<file path="config.mk">
export PLATFORM = sky130hd
export DESIGN_NAME = pwm_autoreload_timer
export DESIGN_NICKNAME = d
export VERILOG_FILES = /design/src/pwm_reload_pkg.sv /design/src/pwm_autoreload_timer.sv
export VERILOG_INCLUDE_DIRS = /design/src
export SDC_FILE = /design/constraint.sdc
export NUM_CORES = 1
export LEC_CHECK = 0
export BUFFER_PORTS_ARGS = -buffer_cell sky130_fd_sc_hd__buf_2
export CAP_MARGIN = 20
export CORE_MARGIN = 2
export CORE_UTILIZATION = 60
export CTS_BUF_LIST = sky130_fd_sc_hd__clkbuf_4
export DETAILED_ROUTE_END_ITERATION = 12
export HOLD_SLACK_MARGIN = 0.06
export MAX_ROUTING_LAYER = met4
export PLACE_DENSITY_LB_ADDON = 0.1
export SLEW_MARGIN = 20
export SYNTH_ARGS = -nofsm -noshare
export SYNTH_HDL_FRONTEND = slang
export SYNTH_SLANG_ARGS = --single-unit
export TNS_END_PERCENT = 100
</file>
<file path="constraint.sdc">
create_clock -name hclk -period 5.51 [get_ports hclk]
set_input_delay 1.102 -clock hclk [delete_from_list [all_inputs] [get_ports hclk]]
set_output_delay 1.102 -clock hclk [all_outputs]
set_load 0.01 [all_outputs]
</file>
<file path="src/pwm_reload_cfg.svh">
// Register offsets, field positions and reset values of the PWM auto-reload timer
`ifndef PWM_RELOAD_CFG_SVH
`define PWM_RELOAD_CFG_SVH

// Printed offsets are register indices; byte address is index times four
`define IDX_DUTY3 8'h31
`define IDX_DUTY2 8'h32
`define IDX_DUTY1 8'h33
`define IDX_DUTY0 8'h34
`define IDX_PWMCTL 8'h35
`define IDX_TCS 8'h36
`define IDX_CNT 8'h37
`define IDX_RELOAD 8'h38
`define IDX_CCS 8'h39
`define IDX_CAP1 8'h3A
`define IDX_CAP2 8'h3B

`define TCS_EXT_BIT 7
`define TCS_PRE_HI 6
`define TCS_PRE_LO 4
`define TCS_RUN_BIT 3
`define TCS_FRL_BIT 2
`define TCS_OIE_BIT 1
`define TCS_OVF_BIT 0

`define REG_RESET 8'h00
`define CNT_TOP 8'hFF
`define PRE_WIDTH 7

`endif

</file>
<file path="src/pwm_reload_pkg.sv">
// Types shared by the PWM auto-reload timer
package pwm_reload_pkg;

	typedef enum logic [1:0] {
		BUS_IDLE = 2'b01,
		BUS_DATA = 2'b10
	} bus_state_e;

	typedef struct packed {
		logic [7:0] index;
		logic write;
		logic read;
	} bus_req_s;

	typedef struct packed {
		logic [3:0] out_en;
		logic [3:0] polarity;
	} pwm_ctl_s;

	typedef struct packed {
		logic [1:0] sense;
		logic [1:0] irq_en;
	} cap_ctl_s;

endpackage : pwm_reload_pkg
</file>
<file path="src/pwm_autoreload_timer.sv">
// AHB-Lite PWM auto-reload timer with four PWM outputs and two input captures
//
// The AHB-Lite interface to the registers is this design's own decision.
`include "pwm_reload_cfg.svh"
`timescale 1ns/1ps

module pwm_autoreload_timer
	import pwm_reload_pkg::*;
(
	input wire logic hclk, // Bus and CPU clock, 40 MHz
	input wire logic hresetn, // Asynchronous reset, active low
	input wire logic hsel, // Slave select
	input wire logic [31:0] haddr, // Byte address
	input wire logic [1:0] htrans, // Transfer type
	input wire logic hwrite, // Write when high
	input wire logic [2:0] hsize, // Transfer size
	input wire logic hready, // Bus ready in
	input wire logic [31:0] hwdata, // Write data
	output logic [31:0] hrdata, // Read data
	output logic hreadyout, // Slave ready
	output logic hresp, // Always OKAY
	input wire logic ext_clk_in, // External count source, synchronous
	input wire logic [1:0] capture_input_pin, // Capture inputs
	output logic [3:0] pwm_channel_out, // PWM pin levels
	output logic [3:0] pwm_pin_oe_n, // Pin driven when low
	output logic overflow_irq, // Overflow interrupt request
	output logic [1:0] capture_irq // Capture interrupt requests
);

	// ************************************************************
	// Bus slave
	// ************************************************************
	bus_state_e bus_st_r;
	bus_req_s req_r;
	logic [7:0] duty_r [4];
	pwm_ctl_s pwmctl_r;
	logic [7:0] tcs_r;
	logic [7:0] cnt_r;
	logic [7:0] reload_r;
	cap_ctl_s capctl_r;
	logic [1:0] capflag_r;
	logic [7:0] capdata_r [2];
	logic [`PRE_WIDTH-1:0] pre_r;
	logic [7:0] cmp_r [4];
	logic ext_d_r;
	logic [1:0] cap_d_r;
	logic [3:0] raw_r;
	logic [7:0] rdata_nxt;
	logic [7:0] cnt_nxt;

	wire addr_ok = haddr[1:0] == 2'b00 && haddr[31:10] == 22'h0;
	wire take = hsel && hready && htrans[1];
	wire wr_now = req_r.write;
	wire [7:0] wd = hwdata[7:0];
	wire rd_tcs = req_r.read && req_r.index == `IDX_TCS;
	wire [1:0] rd_cap = {req_r.read && req_r.index == `IDX_CAP2, req_r.read && req_r.index == `IDX_CAP1};

	function automatic logic wr_hit(input bus_req_s r, input logic [7:0] idx);
		wr_hit = r.write && r.index == idx;
	endfunction : wr_hit

	// Active edge judged against last cycle's level, so a level held since reset never captures
	function automatic logic cap_event(input logic pin, input logic prev, input logic rising);
		cap_event = pin != prev && pin == rising;
	endfunction : cap_event

	// Zero-wait slave: address phase taken, data phase always ready
	always_ff @(posedge hclk or negedge hresetn) begin
		if (!hresetn) begin
			bus_st_r <= BUS_IDLE;
			req_r <= '0;
		end else begin
			bus_st_r <= take ? BUS_DATA : BUS_IDLE;
			req_r.index <= haddr[9:2];
			req_r.write <= take && hwrite && addr_ok;
			req_r.read <= take && !hwrite && addr_ok;
		end
	end

	always_comb begin
		rdata_nxt = 8'h00;
		unique case (req_r.index)
			`IDX_DUTY3: rdata_nxt = duty_r[3];
			`IDX_DUTY2: rdata_nxt = duty_r[2];
			`IDX_DUTY1: rdata_nxt = duty_r[1];
			`IDX_DUTY0: rdata_nxt = duty_r[0];
			`IDX_PWMCTL: rdata_nxt = pwmctl_r;
			`IDX_TCS: rdata_nxt = tcs_r & ~(8'h01 << `TCS_FRL_BIT);
			`IDX_CNT: rdata_nxt = cnt_r;
			`IDX_RELOAD: rdata_nxt = reload_r;
			`IDX_CCS: rdata_nxt = {2'b00, capctl_r, capflag_r};
			`IDX_CAP1: rdata_nxt = capdata_r[0];
			`IDX_CAP2: rdata_nxt = capdata_r[1];
			default: rdata_nxt = 8'h00;
		endcase
	end

	// Read data is combinational in the data phase, so hrdata is not registered
	always_comb begin
		hrdata = {24'h0, (req_r.read && bus_st_r == BUS_DATA) ? rdata_nxt : 8'h00};
		hreadyout = 1'b1;
		hresp = 1'b0;
	end

	// ************************************************************
	// Control registers
	// ************************************************************
	always_ff @(posedge hclk or negedge hresetn) begin
		if (!hresetn) begin
			for (int i = 0; i < 4; i++) begin
				duty_r[i] <= `REG_RESET;
			end
			pwmctl_r <= `REG_RESET;
			reload_r <= `REG_RESET;
			capctl_r <= '0;
		end else begin
			if (wr_hit(req_r, `IDX_DUTY0)) duty_r[0] <= wd;
			if (wr_hit(req_r, `IDX_DUTY1)) duty_r[1] <= wd;
			if (wr_hit(req_r, `IDX_DUTY2)) duty_r[2] <= wd;
			if (wr_hit(req_r, `IDX_DUTY3)) duty_r[3] <= wd;
			if (wr_hit(req_r, `IDX_PWMCTL)) pwmctl_r <= wd;
			if (wr_hit(req_r, `IDX_RELOAD)) reload_r <= wd;
			if (wr_hit(req_r, `IDX_CCS)) capctl_r <= wd[5:2];
		end
	end

	// ************************************************************
	// Prescaler and counter
	// ************************************************************
	wire run = tcs_r[`TCS_RUN_BIT];
	wire [2:0] psel = tcs_r[`TCS_PRE_HI:`TCS_PRE_LO];
	wire ext_edge = ext_clk_in && !ext_d_r;
	wire in_tick = tcs_r[`TCS_EXT_BIT] ? ext_edge : 1'b1;
	// Tick when the low prescaler bits are all ones; the divider stays a plain binary count
	wire [`PRE_WIDTH-1:0] pre_mask = `PRE_WIDTH'((8'h01 << psel) - 8'h01);
	wire cnt_tick = run && in_tick && ((pre_r & pre_mask) == pre_mask);
	wire ovf = cnt_tick && cnt_r == `CNT_TOP;
	wire force_rl = wr_hit(req_r, `IDX_TCS) && wd[`TCS_FRL_BIT];
	wire cnt_wr = wr_hit(req_r, `IDX_CNT);

	always_ff @(posedge hclk or negedge hresetn) begin
		if (!hresetn) begin
			ext_d_r <= 1'b0;
		end else begin
			ext_d_r <= ext_clk_in;
		end
	end

	always_ff @(posedge hclk or negedge hresetn) begin
		if (!hresetn) begin
			pre_r <= '0;
		end else if (force_rl || cnt_wr) begin
			pre_r <= '0;
		end else if (run && in_tick) begin
			pre_r <= pre_r + 1'b1;
		end
	end

	// A software write wins over the tick; the count restarts from the written value
	always_comb begin
		cnt_nxt = cnt_r;
		if (cnt_wr) begin
			cnt_nxt = wd;
		end else if (force_rl) begin
			cnt_nxt = reload_r;
		end else if (ovf) begin
			cnt_nxt = reload_r;
		end else if (cnt_tick) begin
			cnt_nxt = cnt_r + 8'h01;
		end
	end

	always_ff @(posedge hclk or negedge hresetn) begin
		if (!hresetn) begin
			cnt_r <= `REG_RESET;
		end else begin
			cnt_r <= cnt_nxt;
		end
	end

	// Overflow flag: set wins over the clearing read
	always_ff @(posedge hclk or negedge hresetn) begin
		if (!hresetn) begin
			tcs_r <= `REG_RESET;
		end else begin
			if (wr_hit(req_r, `IDX_TCS)) begin
				tcs_r[7:1] <= {wd[7:3], 1'b0, wd[1]};
			end
			if (ovf) begin
				tcs_r[`TCS_OVF_BIT] <= 1'b1;
			end else if (rd_tcs) begin
				tcs_r[`TCS_OVF_BIT] <= 1'b0;
			end
		end
	end

	// ************************************************************
	// PWM compare and outputs
	// ************************************************************
	always_ff @(posedge hclk or negedge hresetn) begin
		if (!hresetn) begin
			for (int i = 0; i < 4; i++) begin
				cmp_r[i] <= `REG_RESET;
			end
		end else if (ovf) begin
			for (int i = 0; i < 4; i++) begin
				cmp_r[i] <= duty_r[i];
			end
		end
	end

	// Raw level from the next counter value, so the wrap and output change coincide
	always_ff @(posedge hclk or negedge hresetn) begin
		if (!hresetn) begin
			raw_r <= 4'h0;
		end else begin
			for (int i = 0; i < 4; i++) begin
				if (ovf) begin
					raw_r[i] <= 1'b1;
				end else begin
					raw_r[i] <= cnt_nxt <= cmp_r[i];
				end
			end
		end
	end

	// Polarity applied after the raw level keeps its effect immediate
	always_comb begin
		pwm_channel_out = raw_r ^ pwmctl_r.polarity;
		pwm_pin_oe_n = ~pwmctl_r.out_en;
	end

	// ************************************************************
	// Input capture
	// ************************************************************
	always_ff @(posedge hclk or negedge hresetn) begin
		if (!hresetn) begin
			cap_d_r <= 2'b00;
			capflag_r <= 2'b00;
			capdata_r[0] <= `REG_RESET;
			capdata_r[1] <= `REG_RESET;
		end else begin
			cap_d_r <= capture_input_pin;
			for (int i = 0; i < 2; i++) begin
				// Data is held while a flag is pending so it is not overwritten
				if (cap_event(capture_input_pin[i], cap_d_r[i], capctl_r.sense[i]) && !capflag_r[i]) begin
					capflag_r[i] <= 1'b1;
					capdata_r[i] <= cnt_r;
				end else if (rd_cap[i]) begin
					capflag_r[i] <= 1'b0;
				end
			end
		end
	end

	always_comb begin
		overflow_irq = tcs_r[`TCS_OIE_BIT] && tcs_r[`TCS_OVF_BIT];
		capture_irq = capctl_r.irq_en & capflag_r;
	end

	// ************************************************************
	// Checks
	// ************************************************************
	a_ovf_irq_gate: assert property (@(posedge hclk) disable iff (!hresetn)
		overflow_irq == (tcs_r[1] && tcs_r[0])) else $error("overflow irq mismatch");
	a_ovf_sets_flag: assert property (@(posedge hclk) disable iff (!hresetn)
		ovf |=> tcs_r[0]) else $error("overflow flag not set");
	a_ovf_reload_cnt: assert property (@(posedge hclk) disable iff (!hresetn)
		ovf && !cnt_wr && !force_rl |=> cnt_r == $past(reload_r)) else $error("reload missed");
	a_force_reload_pre: assert property (@(posedge hclk) disable iff (!hresetn)
		force_rl && !cnt_wr |=> pre_r == 0 && cnt_r == $past(reload_r)) else $error("force reload failed");
	a_stop_freezes: assert property (@(posedge hclk) disable iff (!hresetn)
		!run && !cnt_wr && !force_rl |=> $stable(cnt_r) && $stable(pre_r)) else $error("counter moved while stopped");
	a_cmp_only_ovf: assert property (@(posedge hclk) disable iff (!hresetn)
		!ovf |=> $stable(cmp_r[0])) else $error("compare changed off overflow");
	a_ccs_reserved: assert property (@(posedge hclk) disable iff (!hresetn)
		req_r.read && req_r.index == `IDX_CCS |-> hrdata[7:6] == 2'b00) else $error("reserved bits set");
	a_cap_data_hold: assert property (@(posedge hclk) disable iff (!hresetn)
		capflag_r[0] |=> $stable(capdata_r[0])) else $error("capture data overwritten");
	a_cnt_write_load: assert property (@(posedge hclk) disable iff (!hresetn)
		cnt_wr |=> cnt_r == $past(wd)) else $error("counter write lost");
	a_pwm_start_level: assert property (@(posedge hclk) disable iff (!hresetn)
		ovf |=> raw_r == 4'hF) else $error("pwm start level wrong");

	// Counter, prescaler and overflow
	a_ovf_flag_clear: assert property (@(posedge hclk) disable iff (!hresetn)
		rd_tcs && !ovf |=> !tcs_r[`TCS_OVF_BIT]) else $error("overflow flag not cleared by read");
	a_force_bit_zero: assert property (@(posedge hclk) disable iff (!hresetn)
		rd_tcs |-> hrdata[`TCS_FRL_BIT] == 1'b0) else $error("force bit read back set");
	a_run_counts: assert property (@(posedge hclk) disable iff (!hresetn)
		cnt_tick && !ovf && !cnt_wr && !force_rl |=> cnt_r == $past(cnt_r) + 8'h01) else $error("count step wrong");
	a_prescale_step: assert property (@(posedge hclk) disable iff (!hresetn)
		run && in_tick && !force_rl && !cnt_wr |=> pre_r == $past(pre_r) + 1'b1) else $error("prescaler step wrong");
	a_ext_tick: assert property (@(posedge hclk) disable iff (!hresetn)
		tcs_r[`TCS_EXT_BIT] && !ext_edge && !force_rl && !cnt_wr |=> $stable(pre_r) && $stable(cnt_r))
		else $error("count moved without external edge");

	// PWM outputs
	a_pwm_level: assert property (@(posedge hclk) disable iff (!hresetn)
		!ovf |=> raw_r == {cnt_r <= cmp_r[3], cnt_r <= cmp_r[2], cnt_r <= cmp_r[1], cnt_r <= cmp_r[0]})
		else $error("pwm level off compare");
	a_duty_to_cmp: assert property (@(posedge hclk) disable iff (!hresetn)
		ovf |=> cmp_r[3] == $past(duty_r[3])) else $error("compare not loaded at overflow");
	a_pol_immediate: assert property (@(posedge hclk) disable iff (!hresetn)
		$stable(raw_r) |-> (pwm_channel_out ^ $past(pwm_channel_out)) == (pwmctl_r.polarity ^ $past(pwmctl_r.polarity)))
		else $error("polarity change not immediate");
	a_oe_drive: assert property (@(posedge hclk) disable iff (!hresetn)
		pwm_pin_oe_n == ~pwmctl_r.out_en) else $error("pin enable mismatch");

	// Capture
	a_cap_sets_flag: assert property (@(posedge hclk) disable iff (!hresetn)
		cap_event(capture_input_pin[1], cap_d_r[1], capctl_r.sense[1]) && !capflag_r[1]
		|=> capflag_r[1] && capdata_r[1] == $past(cnt_r)) else $error("capture not taken");
	a_cap_read_clear: assert property (@(posedge hclk) disable iff (!hresetn)
		rd_cap[0] && capflag_r[0] |=> !capflag_r[0]) else $error("capture flag not cleared by read");
	a_cap_data_ro: assert property (@(posedge hclk) disable iff (!hresetn)
		!cap_event(capture_input_pin[0], cap_d_r[0], capctl_r.sense[0]) |=> $stable(capdata_r[0]))
		else $error("capture data changed without capture");
	a_cap_irq_gate: assert property (@(posedge hclk) disable iff (!hresetn)
		!capctl_r.irq_en[0] |-> !capture_irq[0]) else $error("capture irq not gated");

	// ************************************************************
	// Cover points
	// ************************************************************
	c_overflow: cover property (@(posedge hclk) disable iff (!hresetn) ovf);
	c_polarity: cover property (@(posedge hclk) disable iff (!hresetn) $changed(pwmctl_r.polarity));
	c_capture: cover property (@(posedge hclk) disable iff (!hresetn) capflag_r[1] && rd_cap[1]);
	c_force: cover property (@(posedge hclk) disable iff (!hresetn) force_rl);
	c_ext_clock: cover property (@(posedge hclk) disable iff (!hresetn) cnt_tick && tcs_r[7]);

endmodule : pwm_autoreload_timer

</file>
==> impl_metrics.json, run 1 <==
{
  "post_cts_resized": 0,
  "clk_pin_slew_worst_paths_ps": 120,
  "crit_path_cell_trace": "inv_1 -> nand3_1 -> ha_1 -> nor3_1 -> a32o_1 -> o31ai_4 -> or2b_4 -> o211ai_1 -> ha_1 -> nor2b_1 -> o21a_1 -> o21a_1 -> o21ai_0 -> a21oi_1 -> o21ai_0",
  "cts_setup_buffers": 0,
  "period_share": 0.779,
  "drt_iter0_drc": 436,
  "ir_worst_vdd_mv": 0.181,
  "register_area_um2": 3580,
  "async_flop_share": 1.00,
  "yosysWarnings": 0,
  "cts_tree": "yes",
  "grt_pass1_vias": 5999,
  "crit_buf_inv": 1,
  "slew_headroom": 0.351,
  "drc": 0,
  "crit_family": "compound AO/OA/AOI/OAI gates",
  "synth_edf_count": 0,
  "status": "finished clean",
  "gr-total-overflow": 0,
  "hold_start": "capdata_r[2]$_DFFE_PN0P_",
  "ys_types": 63,
  "grt_max_degree": 107,
  "grt_use_met3": 0.0783,
  "io_pins": 122,
  "htree_levels": 4,
  "vias": 5922,
  "stdcell_count": 986,
  "use_met1": 0.419,
  "avgSynthCellArea_um2": 10.4,
  "rr_startpoint": "tcs_r[6]$_DFFE_PN0P_",
  "die-area_um2": 13800,
  "startpoint_type": "register",
  "maxCapViolCount": 0,
  "final_common_cell": "dfrtp_1",
  "crit_slowest_cell": "o211ai_1",
  "synth_top_area_share": 0.460,
  "finalMaxSlewViolations": 0,
  "wire_per_inst_um": 20.5,
  "synth_flop_cell": "dfrtp_1",
  "portBuffers": 67,
  "tightest_slew_ps": 969,
  "slowest_delay_ps": 580,
  "end_kind": "register",
  "syn-cell-area_um2": 7720,
  "wl_mm": 20.2,
  "grtUsageMet2": 0.489,
  "grt_pass1_wl_mm": 32.4,
  "drt_pre_antenna_iters": 7,
  "setup_tns_ps": 0,
  "hold_path_class": "reg -> reg",
  "finalClockSkew_ps": 19.6,
  "rsz0062_at_grt": "false",
  "nets": 913,
  "arrival_ps": 4750,
  "root_buffer": "clkbuf_4",
  "fmax_mhz": 233,
  "dp_hpwl_mm": 15.0,
  "rows": 41,
  "yosysTopAreaCell": "dfrtp_1",
  "p_per_area_nw_per_um2": 236,
  "grt_use_total": 0.316,
  "hold_violations": 0,
  "antenna_found_initial": 0,
  "syn_to_final_growth_pct": 8.19,
  "setup_viol_count_final": 0,
  "clk_path_buf_depth": 2,
  "ant_nets": 0,
  "vias_per_cell": 6.01,
  "clock-sinks": 143,
  "worstPathRequired_ps": 5970,
  "die_w_um": 117,
  "synth.area.top_cells": "dfrtp_1, mux2_2, ha_1",
  "path_max_fanout": 10,
  "ys_ff_latch": 143,
  "cts_hold_buf": 0,
  "path_class": "reg -> reg",
  "coreArea_um2": 12600,
  "die_h_um": 117,
  "finalCriticalPeriod_ps": 4290,
  "synth-seq-area-share": 0.464,
  "gp_congestion": 0.941,
  "grt.busiest_layer": "met2",
  "worstSkewPairLatency_ps": 560,
  "multiInputGateArea_um2": 3710,
  "final_cell_mix": "dfrtp_1, mux2_2, nand2_1",
  "dp_cells": 954,
  "startpoint": "tcs_r[6]$_DFFE_PN0P_",
  "p_leak_nw": 3.97,
  "final.fill_count": 1041,
  "drive_gt1_frac": 0.235,
  "synthesis.instances": 741,
  "cts_inserted_buffers": 17,
  "initial_core_util": 0.614
}
==> flip-flops by register name, indices dropped and copies added, names as in the netlist, 2 cells and up <==
register / cells
bus_st_r: 2
cap_d_r: 2
capctl_r: 4
capdata_r: 16
capflag_r: 2
cmp_r: 32
cnt_r: 8
duty_r: 32
pre_r: 7
pwmctl_r: 8
raw_r: 4
reload_r: 8
req_r: 9
tcs_r: 7
==> area by class of cell <==
cell class / count / share of cell area
Tap cell: 172 / 0.0258
Inverter: 43 / 0.0193
Antenna cell: 1 / 0.000300
Clock inverter: 14 / 0.0199
Timing Repair Buffer: 73 / 0.0463
Clock buffer: 17 / 0.0153
Multi-Input combinational cell: 523 / 0.444
Sequential cell: 143 / 0.429
==> final timing paths <==
| check | end | slack (ps) | cells past startpoint |
|---|---|---|---|
| max in group asynchronous | cmp_r[16]$_DFFE_PN0P_ | 3780 | 2 |
| worst max register to register | raw_r[0]$_DFF_PN0_ | 1220 | 15 |
| min in group asynchronous | cmp_r[10]$_DFFE_PN0P_ | 660 | 1 |
| worst min register to register | capdata_r[2]$_DFFE_PN0P_ | 520 | 1 |
| worst min-delay path | capdata_r[2]$_DFFE_PN0P_ | 520 | 1 |
| worst max-delay path | raw_r[0]$_DFF_PN0_ | 1220 | 15 |
==> synth_stat cells (all sizes together) (12+ instances only) <==
library cell and n:
a21oi 17, buf 39, clkbuf 17, dfrtp 142
ha 35, inv 43, mux2 74, mux2i 20
nand2 73, nand3 32, nor2 35, nor2b 12
nor3 15, o21ai 55
==> report_power, final <==
part	internal [mW]	switching (mW)	leakage, nW	total [mW]
combinational	0.0576	0.0853	2.17	0.143
clock	0.311	0.390	0.152	0.702
sequential	1.09	0.0394	1.66	1.13
total	1.46	0.515	3.97	1.97
==> layer usage <==
layer  share of wire  routed length [um]
met1            0.42                8490
met2            0.47                9570
met3           0.083                1680
met4           0.025                 506
met5               0                   0
==> worst reg2reg max path: cells and delay by family (launching register included) <==
| family | cells | cell delay [ps] |
|---|---|---|
| and+or+nand+nor | 4 | 790 |
| AOI/OAI and AO/OA | 8 | 2010 |
| DFF | 1 | 550 |
| adders and majority gates | 2 | 640 |
| buffers and inverters | 1 | 220 |
==> logic make-up after synthesis <==
family          share of synthesized area
compound gates                      0.118
xor+xnor                           0.0170
fa+ha+maj                          0.0567
buf+inv                            0.0671
flops                               0.464
mux                                 0.140
other cells                      0.000973
simple gates                        0.137
==> stage by stage <==
step | instance area [um^2] | hold WS, ps | total power [mW] | utilization | worst slack (ps)
floorplan | 7810 | 459 | 1.22 | - | 1860
global placement | 8050 | 492 | 1.28 | 0.641 | 1170
detailed placement | 8050 | 498 | 1.29 | 0.641 | 1140
CTS | 8350 | 524 | 1.98 | 0.664 | 1260
global route | 8350 | 538 | 2.05 | 0.664 | 1060
finish | 8350 | 522 | 1.97 | 0.664 | 1220
Note: power is estimated with default switching activity, not from simulation.
==> run 2, diff against run 1 <==
CORE_UTILIZATION = 53   (was 60)
clock period = 3.5 ns   (was 5.51 ns; I/O delays follow)
==> impl_metrics.json, run 2 (synthesis results as in run 1) <==
{
  "vias_per_cell": 5.88,
  "die-area_um2": 15500,
  "portBuffers": 67,
  "clk_pin_slew_worst_paths_ps": 120,
  "combinationalPowerShare": 0.080,
  "ir_worst_vdd_mv": 0.256,
  "drc": 0,
  "p_per_area_nw_per_um2": 354,
  "rrSetupSlack_ps": 130,
  "gr-total-overflow": 0,
  "drt_iter0_drc": 489,
  "stdcell_count": 1041,
  "final_common_cell": "dfrtp_1",
  "path_max_fanout": 6,
  "coreArea_um2": 14400,
  "antenna_found_initial": 0,
  "nets": 956,
  "htree_levels": 4,
  "pwr-share-seq": 0.563,
  "reg_top3": "cmp_r x32, duty_r x32, capdata_r x16",
  "maxCapViolCount": 0,
  "drt_pre_antenna_iters": 5,
  "dp_worst_setup_slack_ps": -326,
  "hold_violations": 0,
  "clock-sinks": 143,
  "period_share": 0.964,
  "finalCriticalPeriod_ps": 3370,
  "ant_nets": 0,
  "rows": 44,
  "grt_pass1_wl_mm": 34.7,
  "p_leak_nw": 4.22,
  "dp_cells": 999,
  "cts_hold_buf": 0,
  "p_sw_mw": 0.806,
  "total_power_mw": 3.13,
  "wl_mm": 22.3,
  "end_kind": "register",
  "final_cell_mix": "dfrtp_1, mux2_2, nand2_1",
  "grt_max_degree": 89,
  "grt_use_total": 0.302,
  "fmax_mhz": 297,
  "syn_to_final_growth_pct": 14.6,
  "die_h_um": 125,
  "worstSkewPairLatency_ps": 560,
  "tightest_slew_ps": 856,
  "status": "finished clean",
  "p_clk_frac": 0.357,
  "arrival_ps": 3860,
  "root_buffer": "clkbuf_4",
  "cts_inserted_buffers": 17,
  "setup_viol_count_final": 0,
  "finalMaxSlewViolations": 0,
  "drive_gt1_frac": 0.296,
  "hold_path_class": "in -> async",
  "path_class": "reg -> reg",
  "worstPathRequired_ps": 3990,
  "setup_tns_ps": 0,
  "clk_path_buf_depth": 2,
  "worst_slack_ps": 128,
  "finalClockSkew_ps": 19.8,
  "die_w_um": 125,
  "gp_congestion": 0.966,
  "cts_tree": "yes",
  "wire_per_inst_um": 21.4,
  "slew_headroom": 0.427,
  "swShare": 0.258,
  "initial_core_util": 0.537,
  "vias": 6122,
  "dp_hpwl_mm": 16.2,
  "io_pins": 122,
  "startpoint_type": "register",
  "grt_pass1_vias": 6157,
  "p_int_mw": 2.32
}
[run 2: changes by cell type in the layout (fill, tap and decap cells not counted), moves of 4 or more]
cell,before,now
buf_4,6,46
o21ai_0,51,46
o21ai_1,4,9
ha_1,35,31
[run 2: path summary, 6_finish.rpt]
kind,endpoint,cells after the start,from
max,raw_r[0]$_DFF_PN0_,17,tcs_r[4]$_DFFE_PN0P_
min,cmp_r[15]$_DFFE_PN0P_,1,hresetn
max reg2reg,raw_r[0]$_DFF_PN0_,17,tcs_r[4]$_DFFE_PN0P_
min reg2reg,capdata_r[14]$_DFFE_PN0P_,1,capdata_r[14]$_DFFE_PN0P_
max in group asynchronous,cmp_r[0]$_DFFE_PN0P_,2,hresetn
min in group hclk,req_r[9]$_DFF_PN0_,1,haddr[9]
[run 2: per-layer routing]
layer / wire, um / up-vias / global-route usage
met4: 716 / 0 / 0.118
met1: 10000 / 3047 / 0.398
li1: - / 2792 / -
met3: 1110 / 48 / 0.0610
met5: 0 / - / -
met2: 10400 / 235 / 0.465
[run 2: critical path, stage by stage, from the launching register on]
cell	delay, ps
dfrtp_2	460
buf_4	150
buf_4	130
buf_4	130
nand2b_1	70
a22oi_1	80
a311o_1	380
o31ai_4	350
or2b_4	220
o211ai_1	80
buf_4	190
ha_1	290
nor2b_1	130
o21a_1	160
o21a_1	150
o21ai_0	130
a21oi_1	90
o21ai_1	120
[run 2: power by group through the flow]
stage | registers [mW] | logic, mW | clock network, mW
after floorplan | 1.77 | 0.150 | 0
after global placement | 1.79 | 0.240 | 0
after detailed placement | 1.79 | 0.246 | 0
after CTS | 1.76 | 0.247 | 1.14
after global routing | 1.77 | 0.274 | 1.21
final | 1.76 | 0.251 | 1.12
[run 2: metrics by stage]
stage | hold slack [ps] | utilization | area, um^2
2_1_floorplan | 404 | - | 7810
3_3_place_gp | 494 | 0.581 | 8340
3_5_place_dp | 496 | 0.581 | 8340
4_1_cts | 184 | 0.604 | 8670
5_1_grt | 193 | 0.615 | 8840
6_report | 181 | 0.615 | 8840
[run 2: cell type report]
class | count | area, um^2
Antenna cell | 1 | 2.50
Clock buffer | 20 | 150
Multi-Input combinational cell | 523 | 3840
Fill cell | 1239 | 5530
Clock inverter | 11 | 143
Sequential cell | 143 | 3580
Inverter | 43 | 161
Tap cell | 184 | 230
Timing Repair Buffer | 116 | 738
[run 2: what timing repair did]
item,CTS,global route
hold endpoints to repair,0,0
pin swaps,2,10
gates resized for setup,5,28
setup endpoints to repair,9,10
buffers inserted,3,7
==> run 3, diff against run 2 <==
CORE_UTILIZATION = 59   (was 53)
clock period = 3.7 ns   (was 3.5 ns; I/O delays follow)
==> impl_metrics.json, run 3 (synthesis results as in run 1) <==
{
  "status": "finished clean",
  "vias_per_cell": 6.01,
  "ant_nets": 0,
  "design_area_um2": 8610,
  "drc": 0,
  "gp_congestion": 0.934,
  "clk_pin_slew_worst_paths_ps": 120,
  "gr-total-overflow": 0,
  "maxCapViolCount": 0,
  "placed_area_um2": 8230,
  "portBuffers": 67,
  "total_power_mw": 3.03,
  "dp_hpwl_mm": 15.4,
  "finalCriticalPeriod_ps": 3560,
  "drive_gt1_frac": 0.264,
  "hold_violations": 0,
  "antenna_found_initial": 0,
  "die-area_um2": 14000,
  "drt_iter0_drc": 491,
  "hold_path_class": "in -> async",
  "initial_core_util": 0.607,
  "drt_pre_antenna_iters": 5,
  "wire_per_inst_um": 21.0,
  "final_cell_mix": "dfrtp_1, mux2_2, nand2_1",
  "cts_tree": "yes",
  "arrival_ps": 4050,
  "grt_pass1_wl_mm": 33.3,
  "grt_use_total": 0.323,
  "coreArea_um2": 12700,
  "fmax_mhz": 281,
  "reg_top3": "cmp_r x32, duty_r x32, capdata_r x16",
  "stdcell_count": 1013,
  "dp_cells": 976,
  "startpoint_type": "register",
  "tightest_slew_ps": 881,
  "p_per_area_nw_per_um2": 353,
  "grt_max_degree": 97,
  "p_leak_nw": 4.13,
  "setup_viol_count_final": 0,
  "path_max_fanout": 6,
  "rsz0062_at_grt": "false",
  "whs_ps": 252,
  "syn_to_final_growth_pct": 11.5,
  "finalClockSkew_ps": 18.0,
  "htree_levels": 4,
  "period_share": 0.962,
  "io_pins": 122,
  "clk_path_buf_depth": 2,
  "setup_tns_ps": 0,
  "clock-sinks": 143,
  "slew_headroom": 0.413,
  "die_w_um": 118,
  "final_util": 0.677,
  "vias": 6089,
  "wl_mm": 21.3,
  "nets": 939,
  "ir_worst_vdd_mv": 0.269,
  "path_class": "reg -> reg",
  "worstPathRequired_ps": 4190,
  "worst_slack_ps": 140,
  "die_h_um": 118,
  "root_buffer": "clkbuf_4",
  "grt_pass1_vias": 6006,
  "rows": 41,
  "finalMaxSlewViolations": 0,
  "end_kind": "register",
  "worstSkewPairLatency_ps": 570,
  "dp_worst_setup_slack_ps": -86.2,
  "final_common_cell": "dfrtp_1",
  "cts_inserted_buffers": 17
}
[run 3: cell types whose count changed in the layout (fill, tap and decap cells not counted), sizes merged]
| cell | before | now |
|---|---|---|
| clkbuf | 20 | 18 |
| clkinvlp | 1 | 2 |
| bufinv | 3 | 4 |
| inv | 43 | 45 |
| clkinv | 7 | 6 |
| buf | 116 | 99 |
[run 3: critical path, cell delays in order, from the launching register on]
cell,delay (ps)
dfrtp_2,480
inv_1,160
nand3_1,100
ha_1,260
inv_1,90
o32a_1,200
nand4_4,160
or3_4,430
mux2i_1,160
o211ai_1,90
buf_4,170
ha_1,290
nor2b_1,140
o21a_1,160
o21a_1,170
o21ai_0,170
a21oi_1,90
o21ai_0,160
[run 3: final timing paths]
kind / from / end / slack, ps / cells past startpoint
worst max-delay path: tcs_r[5]$_DFFE_PN0P_ / raw_r[1]$_DFF_PN0_ / 140 / 17
worst min-delay path: hresetn / cmp_r[14]$_DFFE_PN0P_ / 250 / 1
worst max register to register: tcs_r[5]$_DFFE_PN0P_ / raw_r[1]$_DFF_PN0_ / 140 / 17
worst min register to register: capdata_r[14]$_DFFE_PN0P_ / capdata_r[14]$_DFFE_PN0P_ / 520 / 1
max in group asynchronous: hresetn / tcs_r[5]$_DFFE_PN0P_ / 2690 / 2
min in group hclk: haddr[8] / req_r[8]$_DFF_PN0_ / 270 / 1
[run 3: layout make-up]
| cell class | instances | area [um^2] |
|---|---|---|
| Fill cell | 1065 | 4120 |
| Inverter | 43 | 161 |
| Clock buffer | 18 | 135 |
| Timing Repair Buffer | 99 | 594 |
| Sequential cell | 143 | 3580 |
| Clock inverter | 14 | 190 |
| Antenna cell | 1 | 2.50 |
| Multi-Input combinational cell | 523 | 3730 |
| Tap cell | 172 | 215 |
[run 3: repair_timing]
item / in CTS / in global routing
resized for setup: 2 / 4
hold buffers: 0 / 0
endpoints found under the setup margin: 4 / 4
pin swaps: 1 / 1
setup buffers: 2 / 2
[run 3: power by group]
part           internal (mW)  switching [mW]
registers               1.62          0.0516
logic                 0.0916           0.137
clock network          0.543           0.592
[run 3: metal layers]
| layer | wire length, um | GRT usage |
|---|---|---|
| met1 | 9070 | 0.432 |
| met4 | 584 | 0.0915 |
| met2 | 10000 | 0.501 |
| met5 | 0 | - |
| met3 | 1560 | 0.0729 |
